$ cat src/include/scs_pkg.sv
/*
  scs_pkg: register map, field layout, reset values and loop constants
  for the system clock source select and PLL block.
  Assumes a single 32-bit AHB-Lite slave port and one 20 MHz bus clock.
*/
package scs_pkg;

  // ---------------------------------------------------------------
  // clock and bus
  // ---------------------------------------------------------------
  localparam int HCLK_HZ = 20000000;
  localparam logic [7:0] ADDR_SYSCTL = 8'h00;
  localparam logic [7:0] ADDR_PLLCTL = 8'h04;
  localparam logic [7:0] ADDR_PRESCL = 8'h08;
  localparam logic [7:0] ADDR_STATUS = 8'h0C;

  // ---------------------------------------------------------------
  // source select and band codes
  // ---------------------------------------------------------------
  localparam logic [1:0] SRC_WAKEUP = 2'b00;
  localparam logic [1:0] SRC_PLL = 2'b10;
  localparam logic [1:0] SRC_DIRECT = 2'b11;
  localparam logic [1:0] BAND_LOWER = 2'b00;
  localparam logic [1:0] BAND_UPPER = 2'b01;

  // ---------------------------------------------------------------
  // field positions and widths
  // ---------------------------------------------------------------
  localparam int SEL_LSB = 0;
  localparam int BYPASS_BIT = 0;
  localparam int REFSEL_BIT = 1;
  localparam int BAND_LSB = 2;
  localparam int IN_DIV_LSB = 4;
  localparam int IN_DIV_W = 4;
  localparam int FB_MUL_LSB = 8;
  localparam int FB_MUL_W = 7;
  localparam int OUT_DIV_LSB = 16;
  localparam int OUT_DIV_W = 7;
  localparam int PRE_DIV_LSB = 0;
  localparam int PRE_DIV_W = 10;
  localparam int STAT_SRC_LSB = 0;
  localparam int STAT_PLLON_BIT = 2;
  localparam int STAT_LOCK_BIT = 3;
  localparam int STAT_STEP_LSB = 16;

  // ---------------------------------------------------------------
  // reset values
  // ---------------------------------------------------------------
  localparam logic [1:0] SEL_RESET = SRC_WAKEUP;
  localparam logic [31:0] PLLCTL_RESET = 32'h0000_0001;
  localparam logic [31:0] PRESCL_RESET = 32'h0000_0000;

  // ---------------------------------------------------------------
  // numeric oscillator model of the vco
  // ---------------------------------------------------------------
  localparam int NCO_W = 16;
  localparam logic [NCO_W-1:0] LOWER_STEP_MIN = 16'h0400;
  localparam logic [NCO_W-1:0] LOWER_STEP_MAX = 16'h1000;
  localparam logic [NCO_W-1:0] UPPER_STEP_MIN = 16'h0C00;
  localparam logic [NCO_W-1:0] UPPER_STEP_MAX = 16'h2000;
  localparam logic [7:0] LOCK_GOOD = 8'h10;

endpackage : scs_pkg

$ cat src/design/scs_edge_divider.sv
/*
  scs_edge_divider: divides a sampled clock level by (field + 1),
  counting rising edges of the input and giving a near square output.
  Assumes the input rise is a one-cycle pulse on hclk.
*/
`timescale 1ns/1ps
module scs_edge_divider #(
  parameter int WIDTH = 7
) (
  // clock and reset
  input wire logic hclk,
  input wire logic hresetn,
  // input clock as level plus rising-edge pulse
  input wire logic in_level,
  input wire logic in_rise,
  // divisor minus one
  input wire logic [WIDTH-1:0] divisor_field,
  // divided clock
  output logic out_level,
  output logic out_rise
);
  import scs_pkg::*;

  logic [WIDTH-1:0] count_reg;
  logic [WIDTH-1:0] count_next;
  logic [WIDTH:0] half;

  assign half = ({1'b0, divisor_field} + {{WIDTH{1'b0}}, 1'b1}) >> 1;

  always_comb
  begin
    count_next = count_reg;
    if (in_rise)
    begin
      if (count_reg >= divisor_field)
        count_next = '0;
      else
        count_next = count_reg + {{(WIDTH-1){1'b0}}, 1'b1};
    end
  end

  always_ff @(posedge hclk or negedge hresetn)
  begin
    if (!hresetn)
      count_reg <= '0;
    else
      count_reg <= count_next;
  end

  // divide by one keeps the input duty cycle
  always_ff @(posedge hclk or negedge hresetn)
  begin
    if (!hresetn)
    begin
      out_level <= 1'b0;
      out_rise <= 1'b0;
    end
    else if (divisor_field == '0)
    begin
      out_level <= in_level;
      out_rise <= in_rise;
    end
    else
    begin
      out_level <= ({1'b0, count_next} < half);
      out_rise <= in_rise && (count_next == '0);
    end
  end

endmodule : scs_edge_divider

$ cat src/design/scs_clock_control.sv
/*
  scs_clock_control: system clock source select with pll, prescaler,
  direct drive and wakeup modes, configured over AHB-Lite.
  Assumes every clock pin toggles well below a quarter of hclk; the pll
  is a numeric oscillator model on hclk with a frequency-locked loop.
*/
// Behaviour
// - select 10 and no bypass runs pll
// - divisors are field plus one each
// - pll reference is crystal or internal source
// - pll frequency moves gradually, no jumps
// - system clock is vco divided by K2
// - two-bit band code picks vco range
// - select 00 takes wakeup clock directly
// - select 11 passes direct clock pin
// - bypass divides oscillator by K1 up to 1024
`timescale 1ns/1ps
module scs_clock_control (
  // clock and reset
  input wire logic hclk,
  input wire logic hresetn,
  // ahb-lite slave
  input wire logic hsel,
  input wire logic [31:0] haddr,
  input wire logic [1:0] htrans,
  input wire logic hwrite,
  input wire logic [2:0] hsize,
  input wire logic [31:0] hwdata,
  input wire logic hready,
  output logic hreadyout,
  output logic hresp,
  output logic [31:0] hrdata,
  // clock pins
  input wire logic crystal_input_pin,
  input wire logic internal_clock_in,
  input wire logic wakeup_clock_in,
  input wire logic direct_clock_input_pin,
  // generated clock
  output logic sys_clock_out,
  output logic pll_enable,
  output logic pll_locked
);
  import scs_pkg::*;

  // ---------------------------------------------------------------
  // registers
  // ---------------------------------------------------------------
  logic [1:0] clock_source_select_reg;
  logic [31:0] pll_control_reg_zero;
  logic [PRE_DIV_W-1:0] prescaler_divider_reg;
  logic oscillator_bypass_bit;
  logic ref_select;
  logic [1:0] oscillator_band_select;
  logic [IN_DIV_W-1:0] pll_input_divider_field;
  logic [FB_MUL_W-1:0] pll_feedback_multiplier_field;
  logic [OUT_DIV_W-1:0] pll_output_divider_field;

  assign oscillator_bypass_bit = pll_control_reg_zero[BYPASS_BIT];
  assign ref_select = pll_control_reg_zero[REFSEL_BIT];
  assign oscillator_band_select = pll_control_reg_zero[BAND_LSB +: 2];
  assign pll_input_divider_field = pll_control_reg_zero[IN_DIV_LSB +: IN_DIV_W];
  assign pll_feedback_multiplier_field = pll_control_reg_zero[FB_MUL_LSB +: FB_MUL_W];
  assign pll_output_divider_field = pll_control_reg_zero[OUT_DIV_LSB +: OUT_DIV_W];

  // ---------------------------------------------------------------
  // ahb-lite slave, zero wait states
  // ---------------------------------------------------------------
  logic wr_pend_reg;
  logic [7:0] wr_addr_reg;
  logic addr_phase;
  logic [31:0] read_word;
  logic [31:0] status_word;

  assign addr_phase = hsel && htrans[1] && hready;
  assign hreadyout = 1'b1;
  assign hresp = 1'b0;

  always_comb
  begin
    case (haddr[7:0])
      ADDR_SYSCTL: read_word = {30'h0000_0000, clock_source_select_reg};
      ADDR_PLLCTL: read_word = pll_control_reg_zero;
      ADDR_PRESCL: read_word = {{(32-PRE_DIV_W){1'b0}}, prescaler_divider_reg};
      ADDR_STATUS: read_word = status_word;
      default: read_word = 32'h0000_0000;
    endcase
    if (haddr[31:8] != 24'h00_0000)
      read_word = 32'h0000_0000;
  end

  // read data is sampled in the address phase so it stands in the data phase
  always_ff @(posedge hclk or negedge hresetn)
  begin
    if (!hresetn)
    begin
      hrdata <= 32'h0000_0000;
      wr_pend_reg <= 1'b0;
      wr_addr_reg <= 8'h00;
    end
    else
    begin
      wr_pend_reg <= addr_phase && hwrite && (haddr[31:8] == 24'h00_0000);
      if (addr_phase)
      begin
        wr_addr_reg <= haddr[7:0];
        hrdata <= hwrite ? 32'h0000_0000 : read_word;
      end
    end
  end

  // fields take effect together, so a single word write switches cleanly
  always_ff @(posedge hclk or negedge hresetn)
  begin
    if (!hresetn)
    begin
      clock_source_select_reg <= SEL_RESET;
      pll_control_reg_zero <= PLLCTL_RESET;
      prescaler_divider_reg <= PRESCL_RESET[PRE_DIV_W-1:0];
    end
    else if (wr_pend_reg)
    begin
      case (wr_addr_reg)
        ADDR_SYSCTL: clock_source_select_reg <= hwdata[SEL_LSB +: 2];
        ADDR_PLLCTL: pll_control_reg_zero <= hwdata & 32'h007F_7FFF;
        ADDR_PRESCL: prescaler_divider_reg <= hwdata[PRE_DIV_LSB +: PRE_DIV_W];
        default: ;
      endcase
    end
  end

  // ---------------------------------------------------------------
  // pin synchronisers and edge filters
  // ---------------------------------------------------------------
  logic [3:0] pin_in;
  logic [3:0] sync1_reg;
  logic [3:0] sync2_reg;
  logic [3:0] sync3_reg;
  logic [3:0] level_reg;
  logic [3:0] rise;

  assign pin_in = {direct_clock_input_pin, wakeup_clock_in, internal_clock_in,
                   crystal_input_pin};

  genvar g;
  generate
    for (g = 0; g < 4; g++)
    begin : g_pin
      always_ff @(posedge hclk or negedge hresetn)
      begin
        if (!hresetn)
        begin
          sync1_reg[g] <= 1'b0;
          sync2_reg[g] <= 1'b0;
          sync3_reg[g] <= 1'b0;
          level_reg[g] <= 1'b0;
        end
        else
        begin
          sync1_reg[g] <= pin_in[g];
          sync2_reg[g] <= sync1_reg[g];
          sync3_reg[g] <= sync2_reg[g];
          if (sync2_reg[g] == sync3_reg[g])
            level_reg[g] <= sync3_reg[g];
        end
      end
      assign rise[g] = (sync2_reg[g] == sync3_reg[g]) && sync3_reg[g] && !level_reg[g];
    end
  endgenerate

  // ---------------------------------------------------------------
  // oscillator selection and prescaler
  // ---------------------------------------------------------------
  logic osc_level;
  logic osc_rise;
  logic k1_level;

  assign osc_level = ref_select ? level_reg[1] : level_reg[0];
  assign osc_rise = ref_select ? rise[1] : rise[0];

  scs_edge_divider #(.WIDTH(PRE_DIV_W)) u_k1_div (
    .hclk(hclk),
    .hresetn(hresetn),
    .in_level(osc_level),
    .in_rise(osc_rise),
    .divisor_field(prescaler_divider_reg),
    .out_level(k1_level),
    .out_rise()
  );

  // ---------------------------------------------------------------
  // pll: input divider, oscillator, feedback and output dividers
  // ---------------------------------------------------------------
  logic ref_div_rise;
  logic [NCO_W-1:0] acc_reg;
  logic [NCO_W-1:0] step_reg;
  logic vco_level;
  logic vco_prev_reg;
  logic vco_rise;
  logic fb_rise;
  logic [1:0] fb_seen_reg;
  logic [7:0] good_count_reg;
  logic [NCO_W-1:0] step_min;
  logic [NCO_W-1:0] step_max;
  logic k2_level;

  assign pll_enable = (clock_source_select_reg == SRC_PLL) && !oscillator_bypass_bit;
  assign vco_level = acc_reg[NCO_W-1];
  assign vco_rise = vco_level && !vco_prev_reg;
  assign step_min = (oscillator_band_select == BAND_UPPER) ? UPPER_STEP_MIN
                                                           : LOWER_STEP_MIN;
  assign step_max = (oscillator_band_select == BAND_UPPER) ? UPPER_STEP_MAX
                                                           : LOWER_STEP_MAX;

  scs_edge_divider #(.WIDTH(IN_DIV_W)) u_p_div (
    .hclk(hclk),
    .hresetn(hresetn),
    .in_level(osc_level),
    .in_rise(osc_rise && pll_enable),
    .divisor_field(pll_input_divider_field),
    .out_level(),
    .out_rise(ref_div_rise)
  );

  scs_edge_divider #(.WIDTH(FB_MUL_W)) u_n_div (
    .hclk(hclk),
    .hresetn(hresetn),
    .in_level(vco_level),
    .in_rise(vco_rise),
    .divisor_field(pll_feedback_multiplier_field),
    .out_level(),
    .out_rise(fb_rise)
  );

  scs_edge_divider #(.WIDTH(OUT_DIV_W)) u_k2_div (
    .hclk(hclk),
    .hresetn(hresetn),
    .in_level(vco_level),
    .in_rise(vco_rise),
    .divisor_field(pll_output_divider_field),
    .out_level(k2_level),
    .out_rise()
  );

  // oscillator stays parked while the pll is off
  always_ff @(posedge hclk or negedge hresetn)
  begin
    if (!hresetn)
    begin
      acc_reg <= '0;
      vco_prev_reg <= 1'b0;
    end
    else if (!pll_enable)
    begin
      acc_reg <= '0;
      vco_prev_reg <= 1'b0;
    end
    else
    begin
      acc_reg <= acc_reg + step_reg;
      vco_prev_reg <= vco_level;
    end
  end

  // feedback edges seen per divided reference period
  always_ff @(posedge hclk or negedge hresetn)
  begin
    if (!hresetn)
      fb_seen_reg <= 2'b00;
    else if (!pll_enable)
      fb_seen_reg <= 2'b00;
    else if (ref_div_rise)
      fb_seen_reg <= {1'b0, fb_rise};
    else if (fb_rise && fb_seen_reg != 2'b11)
      fb_seen_reg <= fb_seen_reg + 2'b01;
  end

  // one unit of step per reference period, or per hclk cycle while outside the band: slow, but never a jump
  always_ff @(posedge hclk or negedge hresetn)
  begin
    if (!hresetn)
      step_reg <= LOWER_STEP_MIN;
    else if (!pll_enable)
      step_reg <= step_min;
    else if (step_reg < step_min)
      step_reg <= step_reg + {{(NCO_W-1){1'b0}}, 1'b1};
    else if (step_reg > step_max)
      step_reg <= step_reg - {{(NCO_W-1){1'b0}}, 1'b1};
    else if (ref_div_rise && fb_seen_reg == 2'b00 && step_reg < step_max)
      step_reg <= step_reg + {{(NCO_W-1){1'b0}}, 1'b1};
    else if (ref_div_rise && fb_seen_reg > 2'b01 && step_reg > step_min)
      step_reg <= step_reg - {{(NCO_W-1){1'b0}}, 1'b1};
  end

  always_ff @(posedge hclk or negedge hresetn)
  begin
    if (!hresetn)
      good_count_reg <= 8'h00;
    else if (!pll_enable)
      good_count_reg <= 8'h00;
    else if (ref_div_rise)
    begin
      if (fb_seen_reg != 2'b01)
        good_count_reg <= 8'h00;
      else if (good_count_reg != LOCK_GOOD)
        good_count_reg <= good_count_reg + 8'h01;
    end
  end

  assign pll_locked = pll_enable && (good_count_reg == LOCK_GOOD);

  // ---------------------------------------------------------------
  // system clock selection
  // ---------------------------------------------------------------
  always_ff @(posedge hclk or negedge hresetn)
  begin
    if (!hresetn)
      sys_clock_out <= 1'b0;
    else
    begin
      case (clock_source_select_reg)
        SRC_WAKEUP: sys_clock_out <= level_reg[2];
        SRC_DIRECT: sys_clock_out <= level_reg[3];
        SRC_PLL: sys_clock_out <= oscillator_bypass_bit ? k1_level : k2_level;
        default: sys_clock_out <= level_reg[2];
      endcase
    end
  end

  assign status_word = {step_reg, 12'h000, pll_locked, pll_enable, clock_source_select_reg};

endmodule : scs_clock_control

$ cat config.mk
export PLATFORM = sky130hd
export DESIGN_NAME = scs_clock_control
export DESIGN_NICKNAME = d
export VERILOG_FILES = /design/src/include/scs_pkg.sv /design/src/design/scs_edge_divider.sv /design/src/design/scs_clock_control.sv
export SDC_FILE = /design/constraint.sdc
export NUM_CORES = 1
export LEC_CHECK = 0
export BUFFER_PORTS_ARGS = -buffer_cell sky130_fd_sc_hd__buf_2
export CAP_MARGIN = 20
export CORE_ASPECT_RATIO = 0.8
export CORE_MARGIN = 1
export CORE_UTILIZATION = 54
export DETAILED_ROUTE_END_ITERATION = 8
export GPL_TIMING_DRIVEN = 0
export PLACE_DENSITY = 0.75
export SLEW_MARGIN = 25
export SYNTH_ARGS = -nofsm -noshare
export SYNTH_HDL_FRONTEND = slang
export SYNTH_SLANG_ARGS = --single-unit
$ cat constraint.sdc
create_clock -name hclk -period 4.2 [get_ports hclk]
set_clock_uncertainty 0.05 [all_clocks]
set_input_delay 0.21 -clock hclk [delete_from_list [all_inputs] [get_ports hclk]]
set_output_delay 0.21 -clock hclk [all_outputs]
set_load 0.01 [all_outputs]
# After elaboration in Yosys (flattened, before gate mapping)
# Index checks and enable logic that the tools add are counted.
word_totals:
  input_bits: 78
  reg_bits: 167
  out_inout_bits: 37
op_classes:
  n_lt_le_gt_ge: 11
  reduce_logical: 38
  n_eq_ne: 20
  addsub: 11
  muxes: 35
ops:
  columns: ["operator", "count"]
  rows:
  - ["one-hot mux 32 bit (4 select lines)", 1]
  - ["two-way mux 16 bit", 6]
  - ["two-way mux 32 bit", 2]
  - ["two-way mux 8 bit", 4]
  - ["two-way mux 7 bit", 4]
  - ["== test 8 x 4 -> 1 bit, second input constant", 3]
  - ["zero test 24 bit", 1]
  - ["nonzero test 24 bit", 1]
  - ["zero test 7 bit", 3]
  - ["two-way mux 10 bit", 2]
  - ["logical AND 1 bit", 19]
  - ["adder 16 x 1 -> 16 bit, second input constant", 1]
  - ["adder 16 bit", 1]
  - ["== test 8 x 3 -> 1 bit, second input constant", 2]
  - ["greater-than comparator 16 x 12 -> 1 bit", 1]
  - ["greater-than comparator 16 x 14 -> 1 bit", 1]
  - ["zero test 8 bit", 2]
  - ["< comparator 16 x 12 -> 1 bit", 1]
  - ["< comparator 16 x 14 -> 1 bit", 1]
  - ["subtractor 16 x 1 -> 16 bit, second input constant", 1]
  - ["adder 7 x 1 -> 7 bit, second input constant", 2]
  - [">= comparator 7 bit", 2]
  - ["two-way mux 14 bit", 1]
  - ["two-way mux 12 bit", 1]
  - ["29 further kinds", 52]

# Longest topological paths before layout
logic_depth:
  depth_word: 9
  mapped_depth: 16
  depth_no_buf: 15

# Hierarchy
# Synthesis repeated with hierarchy kept, for this count alone.
unflattened:
  hier_cells: 1056
  hier_area_um2: 10420.0
modules_own_cells:
  columns: ["mod", "cells_per_inst", "seq_area_each_um2", "area_each_um2", "n_inst"]
  rows:
  - ["scs_clock_control", 625, 3355.7, 6729.0, 1]
  - ["scs_edge_divider (u_k2_div ...)", 103, 225.2, 899.6, 2]
  - ["scs_edge_divider (u_k1_div)", 162, 300.3, 1321.3, 1]
  - ["scs_edge_divider (u_p_div)", 63, 150.1, 570.5, 1]

# Worst setup path after synthesis
# Ideal clock, no wire load.
synth_timing:
  path_kind: "reg2reg"
  from: "reg prescaler_divider_reg[3]"
  to: "reg u_k1_div.out_level"
  path_stages_with_launch: 16
  arrival_ps: 3070
  path_buffers: 0
  setup_ps: 110
  setup_slack_ps: 969
  path_cell_list: "dfrtp_1 > inv_1 > ha_1 > a211oi_1 > nand2_1 > a31oi_1 > o21bai_1 > or4_1 > o21ai_0 > ha_1 > a21oi_1 > o21ai_0 > a21o_1 > a211oi_1 > nor2_1 > o41ai_1"
synth_between:
  elab_chain_cells: 5
  word_cells_on_any_way: 7
  cone_classes: "add/sub (1); order compare (2); mux (3); reduce/logical (1)"
synth_lines:
  columns: ["item", "line", "text"]
  rows:
  - ["from (decl)", "scs_clock_control.sv:50", "logic [PRE_DIV_W-1:0] prescaler_divider_reg;"]
  - ["from (signal assigned)", "scs_clock_control.sv:118", "prescaler_divider_reg <= PRESCL_RESET[PRE_DIV_W-1:0];"]
  - ["from (signal assigned)", "scs_clock_control.sv:125", "ADDR_PRESCL: prescaler_divider_reg <= hwdata[PRE_DIV_LSB +: PRE_DIV_W];"]
  - [">= comparator 10 bit", "scs_edge_divider.sv:35", "if (count_reg >= divisor_field)"]
  - ["two-way mux 10 bit", "scs_edge_divider.sv:35", null]
  - ["two-way mux 10 bit", "scs_edge_divider.sv:33", "if (in_rise)"]
  - ["named net u_k1_div.count_next[5]", "scs_edge_divider.sv:25", "logic [WIDTH-1:0] count_next;"]
  - ["< comparator 10 bit", "scs_edge_divider.sv:65", "out_level <= ({1'b0, count_next} < half);"]
  - ["two-way mux 1 bit", "scs_edge_divider.sv:58", "else if (divisor_field == '0)"]
  - ["to (signal assigned)", "scs_edge_divider.sv:60", "out_level <= in_level;"]
  - ["to (signal assigned)", "scs_edge_divider.sv:65", null]
  - ["to (decl)", "scs_edge_divider.sv:19", "output logic out_level,"]
# The timed path passes the listed nets, and every way through them passes these cells.
# A chain may end at the register's enable or synchronous reset.

# Worst setup path after layout
layout_timing:
  from: "reg prescaler_divider_reg[5]"
  to: "reg u_k1_div.out_level"
# The elaborated chain is that of the path after synthesis.

==> metrics.md <==
| Metric | Value |
|---|---|
| Mux share of post-synthesis cell area | `0.06600` |
| CP required | `4.48 ns` |
| Max FFs per register | `31` |
| Status | `finished with violations` |
| Synth Area in Compound Gates | `0.1478` |
| Period utilization | `0.8846` |
| Clk_lat worst skew | `0.44 ns` |
| Post-synth top area cell | `dfrtp_1` |
| Synth Warn # | `0` |
| Synth Register Bits | `166` |
| Maximum vdd ir drop | `0.2851 mV` |
| Post-Synth Adder-Cell Area | `0.1058` |
| Crit. End Element | `flop` |
| TritonRoute pass-1 iters | `7` |
| Flop pwr share | `0.479` |
| Area Growth Syn to Fin | `17.41%` |
| Vias | `8034` |
| Placement Rows | `43` |
| Post-synthesis cell area | `9726 sq um` |
| DR WL/cell | `17.60 um` |
| Routed wire length | `23900 um` |
| Combinational family with the most area after synthesis | `simple AND/OR/NAND/NOR gates` |
| CTS tree | `yes` |
| Htree depth | `4` |
| Top flop regs | `hrdata (31), pll_control_reg_zero (22)` |
| Worst hold start | `hwdata[2]` |
| Share of cells above drive strength 1 | `0.1853` |
| Setup TNS | `0 ns` |
| RSZ-0062 raised after global routing | `false` |
| Yosys cell types | `79` |
| Asr flop ratio synth | `1.000` |
| Yosys top cell area share | `0.4220` |
| Pins Over Slew Limit | `0` |
| Commonest cells after routing, fill and taps aside | `dfrtp_1, buf_2, nand2_1` |
| # nets final | `1279` |
| Crit Path Class | `flop to flop` |
| Reg2Reg Capture Point | `u_k1_div.out_level$_DFF_PN0_` |
| Core ar. | `17490 sq um` |
| XOR/XNOR Fraction of Synth Area | `0.03422` |
| Worst rel slew slack | `0.4194` |
| Hold_ws | `0.02705 ns` |
| Area contributors post-synth | `dfrtp_1, ha_1, mux2_2` |
| Hold WC Path Type | `input port to flop` |
| EDFF count, synth | `0` |
| Vias in the first global route | `7658` |
| CTS root buf | `clkbuf_16` |
| DP HPWL | `17250 um` |
| PwrDens | `315.6 nW/um^2` |
| Die area | `18550 sq um` |
| Sw frac | `0.2738` |
| Clock Power Share | `0.415` |
| Max Cap Violations | `0` |
| Clock sinks | `166` |
| P_sw | `0.0009866 W` |
| # setup viols final | `0` |
| Failing checks | `DRC` |
| CP Max Fanout | `8` |
| Cells after synthesis | `970` |
| Largest buffer count on any clock path | `2` |
| Most flops, register | `hrdata` |
| Sequential area share after synthesis | `0.4274` |
| Tot GR Track Use | `0.2704` |
| Fmax | `269.2 MHz` |
| CP Data Arrival Time | `3.99 ns` |
| First-pass GRT wire length | `39010 um` |
| Ant diodes | `0` |
| Vias/cell | `5.916` |
| I/O pin cnt | `115` |
| Total grt overflow | `0` |
| WHS Path Cells | `2` |
| Initial Utilization | `0.5562` |
| Final period demand of the worst path | `3.715 ns` |
| PortBufs | `97` |
| Leakage | `5.311 nW` |
| Critical R2R Launch | `prescaler_divider_reg[5]$_DFFE_PN0P_` |
| Worst Tran Pin Value | `0.8676 ns` |
| Initial DRC Count | `648` |
| P_int | `0.002617 W` |
| Worst Reg-to-Reg Cells | `16` |
| # DRC | `7` |
| Ys flop type | `dfrtp_1` |
| Clock transition at path regs | `0.07 ns` |
| Synth Area in Simple Gates | `0.1802` |
| Largest net degree at the start of global routing | `97` |
| Initial antenna violation count | `1` |
| CTS Buf Count | `17` |
| Startpoint Class | `flop` |
| Post-DRT Antenna Nets | `0` |
| Die height | `122.0 um` |
| Setup bufs post-CTS | `0` |
| Fin. Hold Viols | `0` |
| Logic pwr share | `0.106` |
| FF-to-FF setup slack | `0.48 ns` |
| Avg Inst Size Synth | `10.03 sq um` |
| Die Wd | `152.0 um` |
| Most common cell after layout, fill and taps aside | `dfrtp_1` |
| Final GP Congestion | `0.9231` |
| Endpoint, Worst Hold | `prescaler_divider_reg[2]$_DFFE_PN0P_` |
-- per-layer routing --
metal	wire length, um	track usage	up-vias
met1	11050	0.3837	3883
met4	405	0.08291	0
met2	10850	0.4204	261
met3	1587	0.05265	30
met5	0	0	-
li1	-	-	3860
-- metrics by stage --
stage               total power (W)  cells  instance area (sq um)  setup slack, ns    util
finish                     0.003603   1358                  11420           0.4849  0.6530
CTS                        0.003633   1358                  11420           0.5023  0.6530
global placement           0.002098   1293                  10500           0.3130  0.6003
detailed placement         0.002111   1294                  10530           0.5580  0.6024
global route               0.003757   1358                  11420           0.1588  0.6530
floorplan                  0.001961    971                   9729           0.9693       -
-- cell type report --
cell class	instances	area (sq um)
Buffer	37	180.2
Clock buffer	17	425.4
Clock inverter	14	128.9
Fill cell	1350	6067
Inverter	50	187.7
Multi-Input combinational cell	718	5205
Sequential cell	166	4156
Tap cell	225	281.5
Timing Repair Buffer	131	853.3
-- cell usage after synthesis, types with 10 or more instances --
| cell | number |
|---|---|
| a21o_1 | 15 |
| a21oi_1 | 41 |
| a22o_1 | 19 |
| a22oi_1 | 16 |
| and2_1 | 10 |
| and3_1 | 13 |
| clkbuf_1 | 23 |
| dfrtp_1 | 164 |
| ha_1 | 79 |
| inv_1 | 50 |
| mux2_2 | 49 |
| nand2_1 | 80 |
| nand2b_1 | 17 |
| nand3_1 | 35 |
| nand4_1 | 12 |
| nor2_1 | 50 |
| nor2b_1 | 11 |
| nor3_1 | 22 |
| nor4_1 | 13 |
| o21ai_0 | 57 |
| or3_1 | 13 |
| or4_1 | 11 |
| xnor2_1 | 23 |
| xor2_1 | 15 |
-- worst max-delay path by stage --
stage                                                     from                                   end  slack [ns]
after floorplan           prescaler_divider_reg[3]$_DFFE_PN0P_          u_k1_div.out_level$_DFF_PN0_        0.97
after global placement                                 hresetn  pll_control_reg_zero[13]$_DFFE_PN0P_        0.31
after detailed placement  prescaler_divider_reg[5]$_DFFE_PN0P_          u_k1_div.out_level$_DFF_PN0_        0.56
after CTS                 prescaler_divider_reg[5]$_DFFE_PN0P_          u_k1_div.out_level$_DFF_PN0_        0.50
after global routing      prescaler_divider_reg[5]$_DFFE_PN0P_          u_k1_div.out_level$_DFF_PN0_        0.16
final                     prescaler_divider_reg[5]$_DFFE_PN0P_          u_k1_div.out_level$_DFF_PN0_        0.48
-- worst max-delay path, cell delays in order, from the launching register on --
cell,delay (ns)
dfrtp_1,0.33
clkbuf_1,0.34
inv_1,0.09
ha_1,0.23
a211oi_1,0.16
nand2_1,0.08
a31oi_1,0.21
o21bai_1,0.19
or4_1,0.48
o21ai_0,0.17
ha_1,0.31
a21oi_1,0.14
o21ai_0,0.09
a21o_1,0.18
a211oi_1,0.23
nor2_1,0.08
o41ai_1,0.25
-- logic make-up after synthesis --
group / after synthesis
DFF: 166
muxes: 58
xor gates and xnor gates: 38
adders and majority gates: 82
and+or+nand+nor: 325
AOI/OAI and AO/OA: 212
buffers and inverters: 87
other: 2
-- repair_timing --
item,CTS,global route
resized for setup,0,0
endpoints found under the hold margin,112,0
hold buffers,33,0
-- power groups by stage --
stage,logic (W),registers (W),clock network [W]
floorplan,0.000229,0.00173,0
global placement,0.000343,0.00175,0
detailed placement,0.000355,0.00176,0
CTS,0.000381,0.00172,0.00153
global route,0.000432,0.00174,0.00159
finish,0.000381,0.00173,0.00150
Power figures use the tool's default switching activity.
